[src/adcrs_defs.vh]
// Overview of operation
// three independent slots: three, four, five
// 10-bit result at bits 15:6, read-only
// overrun set when unread result replaced
// read returns overrun, then clears it
// present flag set on every store
// present flag cleared by slot read
// flags read one when set, zero otherwise
// unused bits read zero; all reset zero
`ifndef ADCRS_DEFS_VH
`define ADCRS_DEFS_VH

// ****************************************
// register byte offsets
// ****************************************
`define ADCRS_OFS_SLOT3     8'h00
`define ADCRS_OFS_SLOT4     8'h04
`define ADCRS_OFS_SLOT5     8'h08
`define ADCRS_OFS_INT_STAT  8'h0C
`define ADCRS_OFS_INT_MASK  8'h10

// ****************************************
// slot field layout
// ****************************************
`define ADCRS_VALUE_MSB     15
`define ADCRS_VALUE_LSB     6
`define ADCRS_OVR_BIT       1
`define ADCRS_PRES_BIT      0

// ****************************************
// interrupt field layout
// ****************************************
`define ADCRS_INT_STORE_LSB 0
`define ADCRS_INT_OVR_LSB   3
`define ADCRS_INT_WIDTH     6

// ****************************************
// reset values
// ****************************************
`define ADCRS_RST_VALUE     10'h000
`define ADCRS_RST_INT       6'h00
`define ADCRS_RST_WORD      32'h0000_0000

`endif

[src/adcrs_result_slots.v]
// Chosen here: the placing of the registers and the address-and-strobe port.
`timescale 1ns/10ps
`default_nettype none
`include "adcrs_defs.vh"

module adcrs_result_slots #(
    parameter ADDR_W  = 8,
    parameter RES_W   = 10,
    parameter N_SLOTS = 3
) (
    // clock and reset
    input  wire                     sys_clk,
    input  wire                     rst_n,
    // register port
    input  wire [ADDR_W-1:0]        regAddr,
    input  wire [31:0]              regWrData,
    input  wire                     regWr,
    input  wire                     regRd,
    output reg  [31:0]              regRdData,
    // conversion engine store port
    input  wire                     storeValid,
    input  wire [1:0]               storeSlot,
    input  wire [RES_W-1:0]         storeValue,
    // slot state for observation
    output wire [N_SLOTS-1:0]       slotPresent,
    output wire [N_SLOTS-1:0]       slotOverrun,
    // interrupt
    output wire                     irq
);

    // ****************************************
    // reset synchroniser
    // ****************************************
    reg rstMeta_r;
    reg rstSync_r;

    always @(posedge sys_clk or negedge rst_n) begin
        if (!rst_n) begin
            rstMeta_r <= 1'b0;
            rstSync_r <= 1'b0;
        end else begin
            rstMeta_r <= 1'b1;
            rstSync_r <= rstMeta_r;
        end
    end

    wire rstSync_n = rstSync_r;

    // ****************************************
    // address decode
    // ****************************************
    wire [ADDR_W-1:0] ofsSlot3 = `ADCRS_OFS_SLOT3;
    wire [ADDR_W-1:0] ofsSlot4 = `ADCRS_OFS_SLOT4;
    wire [ADDR_W-1:0] ofsSlot5 = `ADCRS_OFS_SLOT5;
    wire [ADDR_W-1:0] ofsStat  = `ADCRS_OFS_INT_STAT;
    wire [ADDR_W-1:0] ofsMask  = `ADCRS_OFS_INT_MASK;

    wire [N_SLOTS-1:0] slotSel;
    assign slotSel[0] = (regAddr == ofsSlot3);
    assign slotSel[1] = (regAddr == ofsSlot4);
    assign slotSel[2] = (regAddr == ofsSlot5);

    wire selStat = (regAddr == ofsStat);
    wire selMask = (regAddr == ofsMask);

    // ****************************************
    // result slots
    // ****************************************
    wire [RES_W-1:0]   slotValue [0:N_SLOTS-1];
    wire [N_SLOTS-1:0] storeEvt;
    wire [N_SLOTS-1:0] ovrEvt;

    genvar g;
    generate
        for (g = 0; g < N_SLOTS; g = g + 1) begin : gSlot
            reg [RES_W-1:0] value_r;
            reg             present_r;
            reg             overrun_r;
            wire            wrHit;
            wire            rdHit;

            // each slot decodes its own store and read
            assign wrHit = storeValid &&
                           ({30'd0, storeSlot} == g);
            assign rdHit = regRd && slotSel[g];

            always @(posedge sys_clk or negedge rstSync_n) begin
                if (!rstSync_n) begin
                    value_r   <= `ADCRS_RST_VALUE;
                    present_r <= 1'b0;
                    overrun_r <= 1'b0;
                end else begin
                    if (wrHit) begin
                        value_r <= storeValue;
                    end
                    // store beats a same-cycle read clear
                    present_r <= wrHit | (present_r & ~rdHit); // see R5
                    overrun_r <= (wrHit & present_r)
                               | (overrun_r & ~rdHit); // see R3
                end
            end

            assign slotValue[g]   = value_r;
            assign slotPresent[g] = present_r;
            assign slotOverrun[g] = overrun_r;
            assign storeEvt[g]    = wrHit;
            assign ovrEvt[g]      = wrHit & present_r;
        end
    endgenerate

    // ****************************************
    // interrupt status and mask
    // ****************************************
    reg  [`ADCRS_INT_WIDTH-1:0] intStat_r;
    reg  [`ADCRS_INT_WIDTH-1:0] intStat_nxt;
    reg  [`ADCRS_INT_WIDTH-1:0] intMask_r;
    wire [`ADCRS_INT_WIDTH-1:0] intEvt;
    wire [`ADCRS_INT_WIDTH-1:0] intClr;

    assign intEvt = {ovrEvt, storeEvt};
    assign intClr = (regWr && selStat) ?
                    regWrData[`ADCRS_INT_WIDTH-1:0] :
                    `ADCRS_RST_INT;

    always @* begin
        // event wins over write-one-to-clear
        intStat_nxt = intEvt | (intStat_r & ~intClr);
    end

    always @(posedge sys_clk or negedge rstSync_n) begin
        if (!rstSync_n) begin
            intStat_r <= `ADCRS_RST_INT;
            intMask_r <= `ADCRS_RST_INT;
        end else begin
            intStat_r <= intStat_nxt;
            if (regWr && selMask) begin
                intMask_r <= regWrData[`ADCRS_INT_WIDTH-1:0];
            end
        end
    end

    assign irq = |(intStat_r & intMask_r);

    // ****************************************
    // read data
    // ****************************************
    reg [31:0] rdWord;
    integer    k;

    always @* begin
        rdWord = `ADCRS_RST_WORD;
        for (k = 0; k < N_SLOTS; k = k + 1) begin
            if (slotSel[k]) begin
                rdWord[`ADCRS_VALUE_MSB:`ADCRS_VALUE_LSB] = slotValue[k];
                rdWord[`ADCRS_OVR_BIT]  = slotOverrun[k];
                rdWord[`ADCRS_PRES_BIT] = slotPresent[k];
            end
        end
        if (selStat) begin
            rdWord[`ADCRS_INT_WIDTH-1:0] = intStat_r;
        end
        if (selMask) begin
            rdWord[`ADCRS_INT_WIDTH-1:0] = intMask_r;
        end
    end

    // data stands only in the cycle after the read strobe
    always @(posedge sys_clk or negedge rstSync_n) begin
        if (!rstSync_n) begin
            regRdData <= `ADCRS_RST_WORD;
        end else if (regRd) begin
            regRdData <= rdWord;
        end else begin
            regRdData <= `ADCRS_RST_WORD;
        end
    end

endmodule // adcrs_result_slots

`default_nettype wire

[config.mk]
export PLATFORM = sky130hd
export DESIGN_NAME = adcrs_result_slots
export DESIGN_NICKNAME = d
export VERILOG_FILES = /design/src/adcrs_result_slots.v
export VERILOG_INCLUDE_DIRS = /design/src
export SDC_FILE = /design/constraint.sdc
export NUM_CORES = 1
export LEC_CHECK = 0
export ABC_AREA = 1
export CAP_MARGIN = 20
export CORE_UTILIZATION = 35
export CTS_BUF_LIST = sky130_fd_sc_hd__clkbuf_4 sky130_fd_sc_hd__clkbuf_8
export CTS_CLUSTER_DIAMETER = 200
export DETAILED_ROUTE_END_ITERATION = 6
export DONT_BUFFER_PORTS = 1
export PLACE_DENSITY = 0.48
export SYNTH_ARGS = -nofsm -noshare
export SYNTH_HDL_FRONTEND = slang
export SYNTH_SLANG_ARGS = --single-unit
[constraint.sdc]
create_clock -name sys_clk -period 2.2 [get_ports sys_clk]
set_clock_uncertainty 0.05 [all_clocks]
set_input_delay 0.44 -clock sys_clk [delete_from_list [all_inputs] [get_ports sys_clk]]
set_output_delay 0.44 -clock sys_clk [all_outputs]
set_load 0.01 [all_outputs]
======== After elaboration in Yosys (flattened, before gate mapping) ========
Cells that the tools add are included.
word-level totals
  bits of input ports ..................... 57
  flip-flop bits (word level) ............. 82
operators by class
  bitwise logic cells ..................... 22
  eq/ne operators ......................... 6
  mux-type cells .......................... 10
  reduce and logical (&&, ||, !) cells .... 11
operators by type and width
  kind                                                             number
  10-bit two-way mux                                               3
  6-bit two-way mux                                                3
  8-bit by 4-bit == test with 1-bit output, second input constant  2
  16-bit two-way mux                                               1
  6-bit AND                                                        2
  1-bit AND                                                        9
  8-bit by 3-bit == test with 1-bit output, second input constant  1
  8-bit by 5-bit == test with 1-bit output, second input constant  1
  1-bit logical AND                                                8
  8-bit logical NOT                                                1
  2-bit two-way mux                                                3
  6-bit NOT                                                        1
  1-bit OR                                                         6
  6-bit OR                                                         1
  6-bit OR reduction                                               1
  1-bit NOT                                                        3
  2-bit by 1-bit == test with 1-bit output, second input constant  1
  2-bit == test, second input constant                             1
  2-bit logical NOT                                                1

======== Logic depth before layout (Yosys ltp) ========
Gate-level depths: netlist (run 1).
  depth in word-level cells ............... 7
  mapped depth ............................ 8
  mapped depth without buffers ............ 8

======== Worst setup path before layout (run 1) ========
No wires, ideal clock.
  path type ............................... in2reg
  from .................................... in regAddr[7]
  to ...................................... reg gSlot[1].overrun_r
  data arrival time ....................... 1139 ps
  library setup time ...................... 127 ps
  data required time ...................... 2023 ps
  path buffers ............................ 1
  stages .................................. 7
  setup slack ............................. 884 ps
  path through ............................ nor2_1 -> nand2_1 -> inv_2 -> buf_4 -> nand2_1 -> o21ai_1 -> o21ai_1
on the way
  cells in the longest elaborated chain, start to end .. 5
ends and longest elaborated chain
  what                                      RTL line                 RTL
  start: declaration                        adcrs_result_slots.v:15  input wire [ADDR_W-1:0] regAddr,
  8-bit by 3-bit == test with 1-bit output  adcrs_result_slots.v:60  assign slotSel[1] = (regAddr == ofsSlot4);
  1-bit logical AND                         adcrs_result_slots.v:85  assign rdHit = regRd && slotSel[g];
  1-bit NOT                                 adcrs_result_slots.v:99  | (overrun_r & ~rdHit);
  1-bit AND                                 adcrs_result_slots.v:99
  1-bit OR                                  adcrs_result_slots.v:99
  end signal: assignment                    adcrs_result_slots.v:98  overrun_r <= (wrHit & present_r)
  end: declaration                          adcrs_result_slots.v:78  reg overrun_r;
No other way between the ends.
A chain may end at the register's enable or synchronous reset.

======== Final worst setup path (run 1) ========
  from .................................... reg intStat_r[0]
  to ...................................... out irq
on the way
  cells in the longest elaborated chain, start to end .. 2
ends and longest elaborated chain
  what                      RTL line                  RTL
  start: declaration        adcrs_result_slots.v:114  reg [`ADCRS_INT_WIDTH-1:0] intStat_r;
  start signal: assignment  adcrs_result_slots.v:132  intStat_r <= `ADCRS_RST_INT;
  start signal: assignment  adcrs_result_slots.v:135  intStat_r <= intStat_nxt;
  6-bit AND                 adcrs_result_slots.v:142  assign irq = |(intStat_r & intMask_r);
  6-bit OR reduction        adcrs_result_slots.v:142
  end: declaration          adcrs_result_slots.v:28   output wire irq
No other way between the ends.

==> flow_metrics.py, run 1 <==
metrics = {
    "yosys": {
        "synth_top_area_cell": "dfrtp_1",
        "seq_area_frac_synth_pct": 54.9,
        "ys_ff_latch": 66,
        "yosys.area_share.simple_pct": 25.3,
        "synth_warnings": 0,
        "synthMuxAreaShare_pct": 0,
        "syn_area_per_cell_um2": 8.41,
        "synthAdderAreaFrac_pct": 0,
        "synthCells": 358,
        "synth.top_cell.area_share_pct": 54.9,
        "synthXorXnorAreaFrac_pct": 0,
        "synth_top_family_by_area": "simple AND/OR/NAND/NOR gates",
        "synth.top_cells.by_area": "dfrtp_1 55%, nand2_1 16%, buf_4 6.2%, o21ai_0 5.2%, nand3_1 4.8%",
        "synth.distinct_cells": 23,
        "syn_area_mm2": 0.00301,
        "synth_compound_area_share_pct": 8.69,
    },
    "die": {
        "die_y_um": 94.7,
        "initial_utilization_pct": 36.4,
        "fp.dieW_um": 94.7,
        "ios": 96,
        "num_rows": 33,
        "die_area_mm2": 0.00897,
        "core_mm2": 0.00826,
    },
    "route": {
        "dr_total_vias": 2217,
        "finalWirelength_mm": 6.68,
        "drc": 0,
        "drtIter0Drc": 134,
        "viasPerCell": 4.76,
        "ant_nets": 0,
        "dr.pass1.iters": 4,
        "wl_per_cell_um": 14.3,
    },
    "setup_path": {
        "cp-end-kind": "output port",
        "r2r_start": "gSlot[1].present_r$_DFF_PN0_",
        "startpoint": "intStat_r[0]$_DFF_PN0_",
        "reg2regPathDepth": 4,
        "critical_path.endpoint": "irq",
        "arrival_ns": 1.25,
        "start_kind": "register",
        "cpMostUsedCell": "nand2_1",
        "critPathSlowestCell": "dfrtp_1",
        "critPathMaxFanout": 3,
        "r2r-end": "regRdData[0]$_DFF_PN0_",
        "crit_path_max_incr_delay_ns": 0.40,
        "r2r_setup_slack_ns": 1.20,
        "worst-setup-path-type": "reg2out",
        "cp_cell_sequence": "nand2_1, nand2_1, a221oi_1, nand3_1",
        "required_ns": 1.71,
    },
    "grt": {
        "grt_pass1_vias": 2084,
        "track_usage_pct": 16.5,
        "antenna_found_initial": 0,
        "grt_overflow": 0,
        "grt_first_pass_wirelength_mm": 10.8,
        "grt_max_degree": 43,
    },
    "sta": {
        "whs_ns": 0.169,
        "tightest_slew_ns": 0.767,
        "rsz0062_at_grt": "false",
        "max_freq_mhz": 574,
        "worst_slack_ns": 0.459,
        "maxSlewViolCount": 0,
        "finalSetupTns_ns": 0,
        "setup_viol": 0,
        "min_period_ns": 1.74,
        "relSlewSlack_pct": 48.7,
        "final_hold_viol_count": 0,
        "post-route-period-util_pct": 79.2,
    },
    "clock_network": {
        "clock_sinks": 66,
        "htree_num_levels": 3,
        "cts_tree": "yes",
        "clk_pin_slew_worst_paths_ns": 0.07,
        "post-cts-setup-buffers": 0,
        "cts_buffer_depth": 2,
        "cts-root-buf": "clkbuf_8",
        "cts_buffers": 9,
        "insertion_delay_ns": 0.33,
    },
    "run": {
        "cap_violations": 0,
    },
    "pwr": {
        "powerDensity_mw_per_mm2": 799,
        "vdd_drop_max_v": 0.000357,
        "p_leak_nw": 1.64,
    },
    "place": {
        "dp_hpwl_mm": 4.42,
        "gp_congestion": 0.728,
        "portBuffers": 0,
        "dpl_worst_slack_ns": 0.542,
        "place_area_mm2": 0.00301,
    },
    "final_layout": {
        "layout.nets": 415,
        "layout-drive-gt1-share_pct": 9.14,
        "antennaDiodeCount": 0,
        "syn2layout_area_growth_pct": 6.74,
        "regArea_mm2": 0.00165,
        "nFillCells": 856,
        "stdcell_area_mm2": 0.00321,
        "multi_input_area_mm2": 0.00109,
    },
    "run_status": {
        "run_status": "finished clean",
    },
    "hold_path": {
        "min_path_type": "in2reg",
    },
}
-- worst max-delay path, delay by kind of cell, from the launching register on --
kind / cells / cell delay, ns
simple gates: 3 / 0.31
flops: 1 / 0.40
compound gates: 1 / 0.21
-- where the power goes --
part	internal (W)	switching, W
logic	0.0000585	0.000133
registers	0.00131	0.0000551
clock network	0.000569	0.000437
-- layer usage --
layer	vias up	track usage [%]	wire, um
li1	1092	-	-
met1	1045	23.4	3340
met2	72	22.2	2740
met3	8	4.75	506
met4	0	9.09	97
met5	-	0	0
-- cell families (layout without fill, tap and decap cells) --
| group | count (synthesis) | count (layout) |
|---|---|---|
| buffers and inverters | 58 | 46 |
| DFF | 66 | 66 |
| AOI/OAI and AO/OA | 51 | 51 |
| other | 2 | 17 |
| and+or+nand+nor | 181 | 181 |
-- flip-flops by register name (all words and copies together) (netlist names) --
signal and count:
intStat_r 6, rstMeta_r 1, regRdData 16, gSlot.overrun_r 3, gSlot.present_r 3, rstSync_n 1, gSlot.value_r 30, intMask_r 6
-- repair_timing --
item	4_1_cts	5_1_grt
gates resized for setup	0	0
hold endpoints to repair	2	0
hold buffers	1	0
-- worst min-delay path by stage --
stage / from / depth (start not counted) / slack, ns / to
6_report: regWrData[4] / 2 / 0.17 / intMask_r[4]$_DFFE_PN0P_
3_5_place_dp: rst_n / 0 / 0.09 / rstMeta_r$_DFF_PN0_
4_1_cts: regWrData[4] / 2 / 0.15 / intMask_r[4]$_DFFE_PN0P_
2_1_floorplan: rst_n / 0 / 0.09 / rstMeta_r$_DFF_PN0_
5_1_grt: regWrData[3] / 2 / 0.16 / intMask_r[3]$_DFFE_PN0P_
3_3_place_gp: rst_n / 0 / 0.09 / rstMeta_r$_DFF_PN0_
-- cell type report --
cell class	instances	share of cell area, %
Clock buffer	11	4.71
Clock inverter	3	1.25
Inverter	25	2.92
Multi-Input combinational cell	249	33.9
Sequential cell	66	51.5
Tap cell	105	4.09
Timing Repair Buffer	7	1.71
-- layout by cell type, fill, tap and decap left out --
cell,synthesis,final
inv_1,21,21
o22ai_1,1,1
nor3_1,2,2
nor3_2,1,1
clkinv_1,1,1
o21ai_1,13,13
dfrtp_2,0,1
nor2_2,3,3
nand2_2,2,2
clkbuf_8,0,11
clkinv_2,0,2
nor2_4,3,3
dlygate4sd3_1,0,1
o21ai_0,31,31
inv_2,3,3
dfrtp_1,66,65
nand3_1,29,29
and3_1,1,1
a21oi_1,4,4
buf_4,25,6
bufinv_16,0,1
nand2_1,129,129
nor2_1,11,11
a31oi_1,1,1
conb_1,2,17
a221oi_1,1,1
-- cell usage after synthesis, drive strengths merged --
| cell type | number |
|---|---|
| nand2 | 131 |
| dfrtp | 66 |
| o21ai | 44 |
| nand3 | 29 |
| buf | 27 |
| inv | 24 |
| nor2 | 17 |
| clkbuf | 6 |
| a21oi | 4 |
| nor3 | 3 |
| conb | 2 |
| a221oi | 1 |
| a31oi | 1 |
| and3 | 1 |
| clkinv | 1 |
| o22ai | 1 |
-- metrics by stage --
step | power, W | util (%) | std cells
2_1_floorplan | 0.00155 | - | 373
3_3_place_gp | 0.00158 | 36.5 | 451
3_5_place_dp | 0.00158 | 36.5 | 451
4_1_cts | 0.00260 | 38.9 | 466
5_1_grt | 0.00269 | 38.9 | 466
6_report | 0.00257 | 38.9 | 466
No activity file was read; power rests on OpenSTA's default activity.
==> run 2, diff against run 1 <==
--- a/config.mk
+++ b/config.mk
@@ -13,7 +13,7 @@
 export CTS_CLUSTER_DIAMETER = 200
 export DETAILED_ROUTE_END_ITERATION = 6
 export DONT_BUFFER_PORTS = 1
-export PLACE_DENSITY = 0.48
+export PLACE_DENSITY = 0.46
 export SYNTH_ARGS = -nofsm -noshare
 export SYNTH_HDL_FRONTEND = slang
 export SYNTH_SLANG_ARGS = --single-unit
==> constraint.sdc (replaced) <==
create_clock -name sys_clk -period 1.8 [get_ports sys_clk]
set_clock_uncertainty 0.05 [all_clocks]
set_input_delay 0.36 -clock sys_clk [delete_from_list [all_inputs] [get_ports sys_clk]]
set_output_delay 0.36 -clock sys_clk [all_outputs]
set_load 0.01 [all_outputs]
==> flow_metrics.py, run 2 (synthesis results as in run 1) <==
metrics = {
    "run_status": {
        "run_status": "finished clean",
    },
    "die": {
        "num_rows": 33,
        "ios": 96,
        "core_mm2": 0.00826,
        "fp.dieW_um": 94.7,
        "die_area_mm2": 0.00897,
        "initial_utilization_pct": 36.4,
        "die_y_um": 94.7,
    },
    "clock_network": {
        "cts_buffers": 9,
        "clock_sinks": 66,
        "cts-root-buf": "clkbuf_8",
        "insertion_delay_ns": 0.34,
        "htree_num_levels": 3,
        "clk_pin_slew_worst_paths_ns": 0.07,
        "cts_tree": "yes",
        "cts_buffer_depth": 2,
    },
    "final_layout": {
        "final_common_cell": "nand2_1",
        "nFillCells": 892,
        "antennaDiodeCount": 0,
        "layout_common_cells": "129 x nand2_1, 65 x dfrtp_1, 31 x o21ai_0, 29 x nand3_1, 21 x inv_1",
        "syn2layout_area_growth_pct": 8.15,
        "regArea_mm2": 0.00165,
        "top_register": "gSlot.value_r",
        "largest_reg_flops": 30,
        "utilization_pct": 39.4,
        "multi_input_area_mm2": 0.00109,
        "largestRegisters": "gSlot.value_r (30), regRdData (16)",
        "layout-drive-gt1-share_pct": 10.6,
        "layout.nets": 419,
    },
    "route": {
        "drc": 0,
        "dr_total_vias": 2217,
        "finalWirelength_mm": 6.59,
        "viasPerCell": 4.70,
        "drtIter0Drc": 101,
        "dr_wl_met3_um": 376,
        "wl_per_cell_um": 14.0,
        "route.met2.wl_mm": 2.82,
        "ant_nets": 0,
        "routed.top_layer": "met4",
        "met1Wirelength_mm": 3.28,
        "dr.pass1.iters": 4,
    },
    "setup_path": {
        "arrival_ns": 1.27,
        "critPathMaxFanout": 3,
        "start_kind": "register",
        "cp-end-kind": "output port",
        "required_ns": 1.39,
        "worst-setup-path-type": "reg2out",
    },
    "sta": {
        "min_period_ns": 1.68,
        "whs_ns": 0.0788,
        "worst_slack_ns": 0.124,
        "finalSetupTns_ns": 0,
        "max_freq_mhz": 597,
        "maxSlewViolCount": 0,
        "final_hold_viol_count": 0,
        "post-route-period-util_pct": 93.1,
        "rsz0062_at_grt": "false",
        "setup_viol": 0,
    },
    "place": {
        "gp_congestion": 0.790,
        "dpl_worst_slack_ns": 0.269,
        "dp_hpwl_mm": 4.51,
        "portBuffers": 0,
    },
    "grt": {
        "track_usage_pct": 16.4,
        "antenna_found_initial": 0,
        "grt_first_pass_wirelength_mm": 10.9,
        "grt_overflow": 0,
        "grt_max_degree": 34,
        "grt_pass1_vias": 2111,
    },
    "pwr": {
        "p_total_w": 0.00318,
        "vdd_drop_max_v": 0.000401,
        "powerDensity_mw_per_mm2": 977,
        "p_leak_nw": 1.67,
    },
    "hold_path": {
        "min_path_type": "in2reg",
    },
    "run": {
        "cap_violations": 0,
    },
}
[run 2: worst paths after layout]
path	startpoint	to	slack, ns	cells after the start
setup / recovery	intMask_r[0]$_DFFE_PN0P_	irq	0.12	4
hold / removal	regWrData[3]	intMask_r[3]$_DFFE_PN0P_	0.08	2
setup reg to reg	gSlot[1].overrun_r$_DFF_PN0_	regRdData[1]$_DFF_PN0_	0.82	4
hold reg to reg	rstSync_n$_DFF_PN0_	gSlot[2].value_r[6]$_DFFE_PN0P_	0.25	1
max in group asynchronous	rstSync_n$_DFF_PN0_	gSlot[2].value_r[1]$_DFFE_PN0P_	1.10	1
min in group asynchronous	rst_n	rstMeta_r$_DFF_PN0_	0.20	1
[run 2: critical path: stages (launching register included)]
cell and delay (ns):
dfrtp_1 0.39, nand2_1 0.07, nand2_1 0.06, a221oi_1 0.22, nand3_1 0.19
[run 2: metal layers]
metal,track usage [%],up-vias
li1,-,1103
met5,0,-
met3,4.43,10
met4,6.82,0
met1,23.6,1046
met2,23.1,58
[run 2: final cells by class]
cell class / count / share of cell area, %
clock buffer: 11 / 4.65
clock inverter: 5 / 1.61
inverter: 25 / 2.88
multi-input combinational: 249 / 33.4
sequential: 66 / 50.8
tap: 105 / 4.04
timing repair buffer: 11 / 2.61
[run 2: what timing repair did]
item,in CTS,in global routing
hold buffers,1,0
hold endpoints to repair,2,0
buffers inserted,0,0
resized for setup,0,0
[run 2: stage by stage]
| step | instances | cell area (um^2) |
|---|---|---|
| finish | 472 | 3250 |
| global route | 472 | 3250 |
| CTS | 472 | 3250 |
| detailed placement | 455 | 3040 |
| global placement | 455 | 3040 |
| floorplan | 373 | 3070 |
[run 2: power by group]
group          total, W  switching, W  internal (W)
registers       0.00167     0.0000654       0.00160
logic          0.000236      0.000161     0.0000749
clock network   0.00128      0.000567      0.000708
total           0.00318      0.000794       0.00239
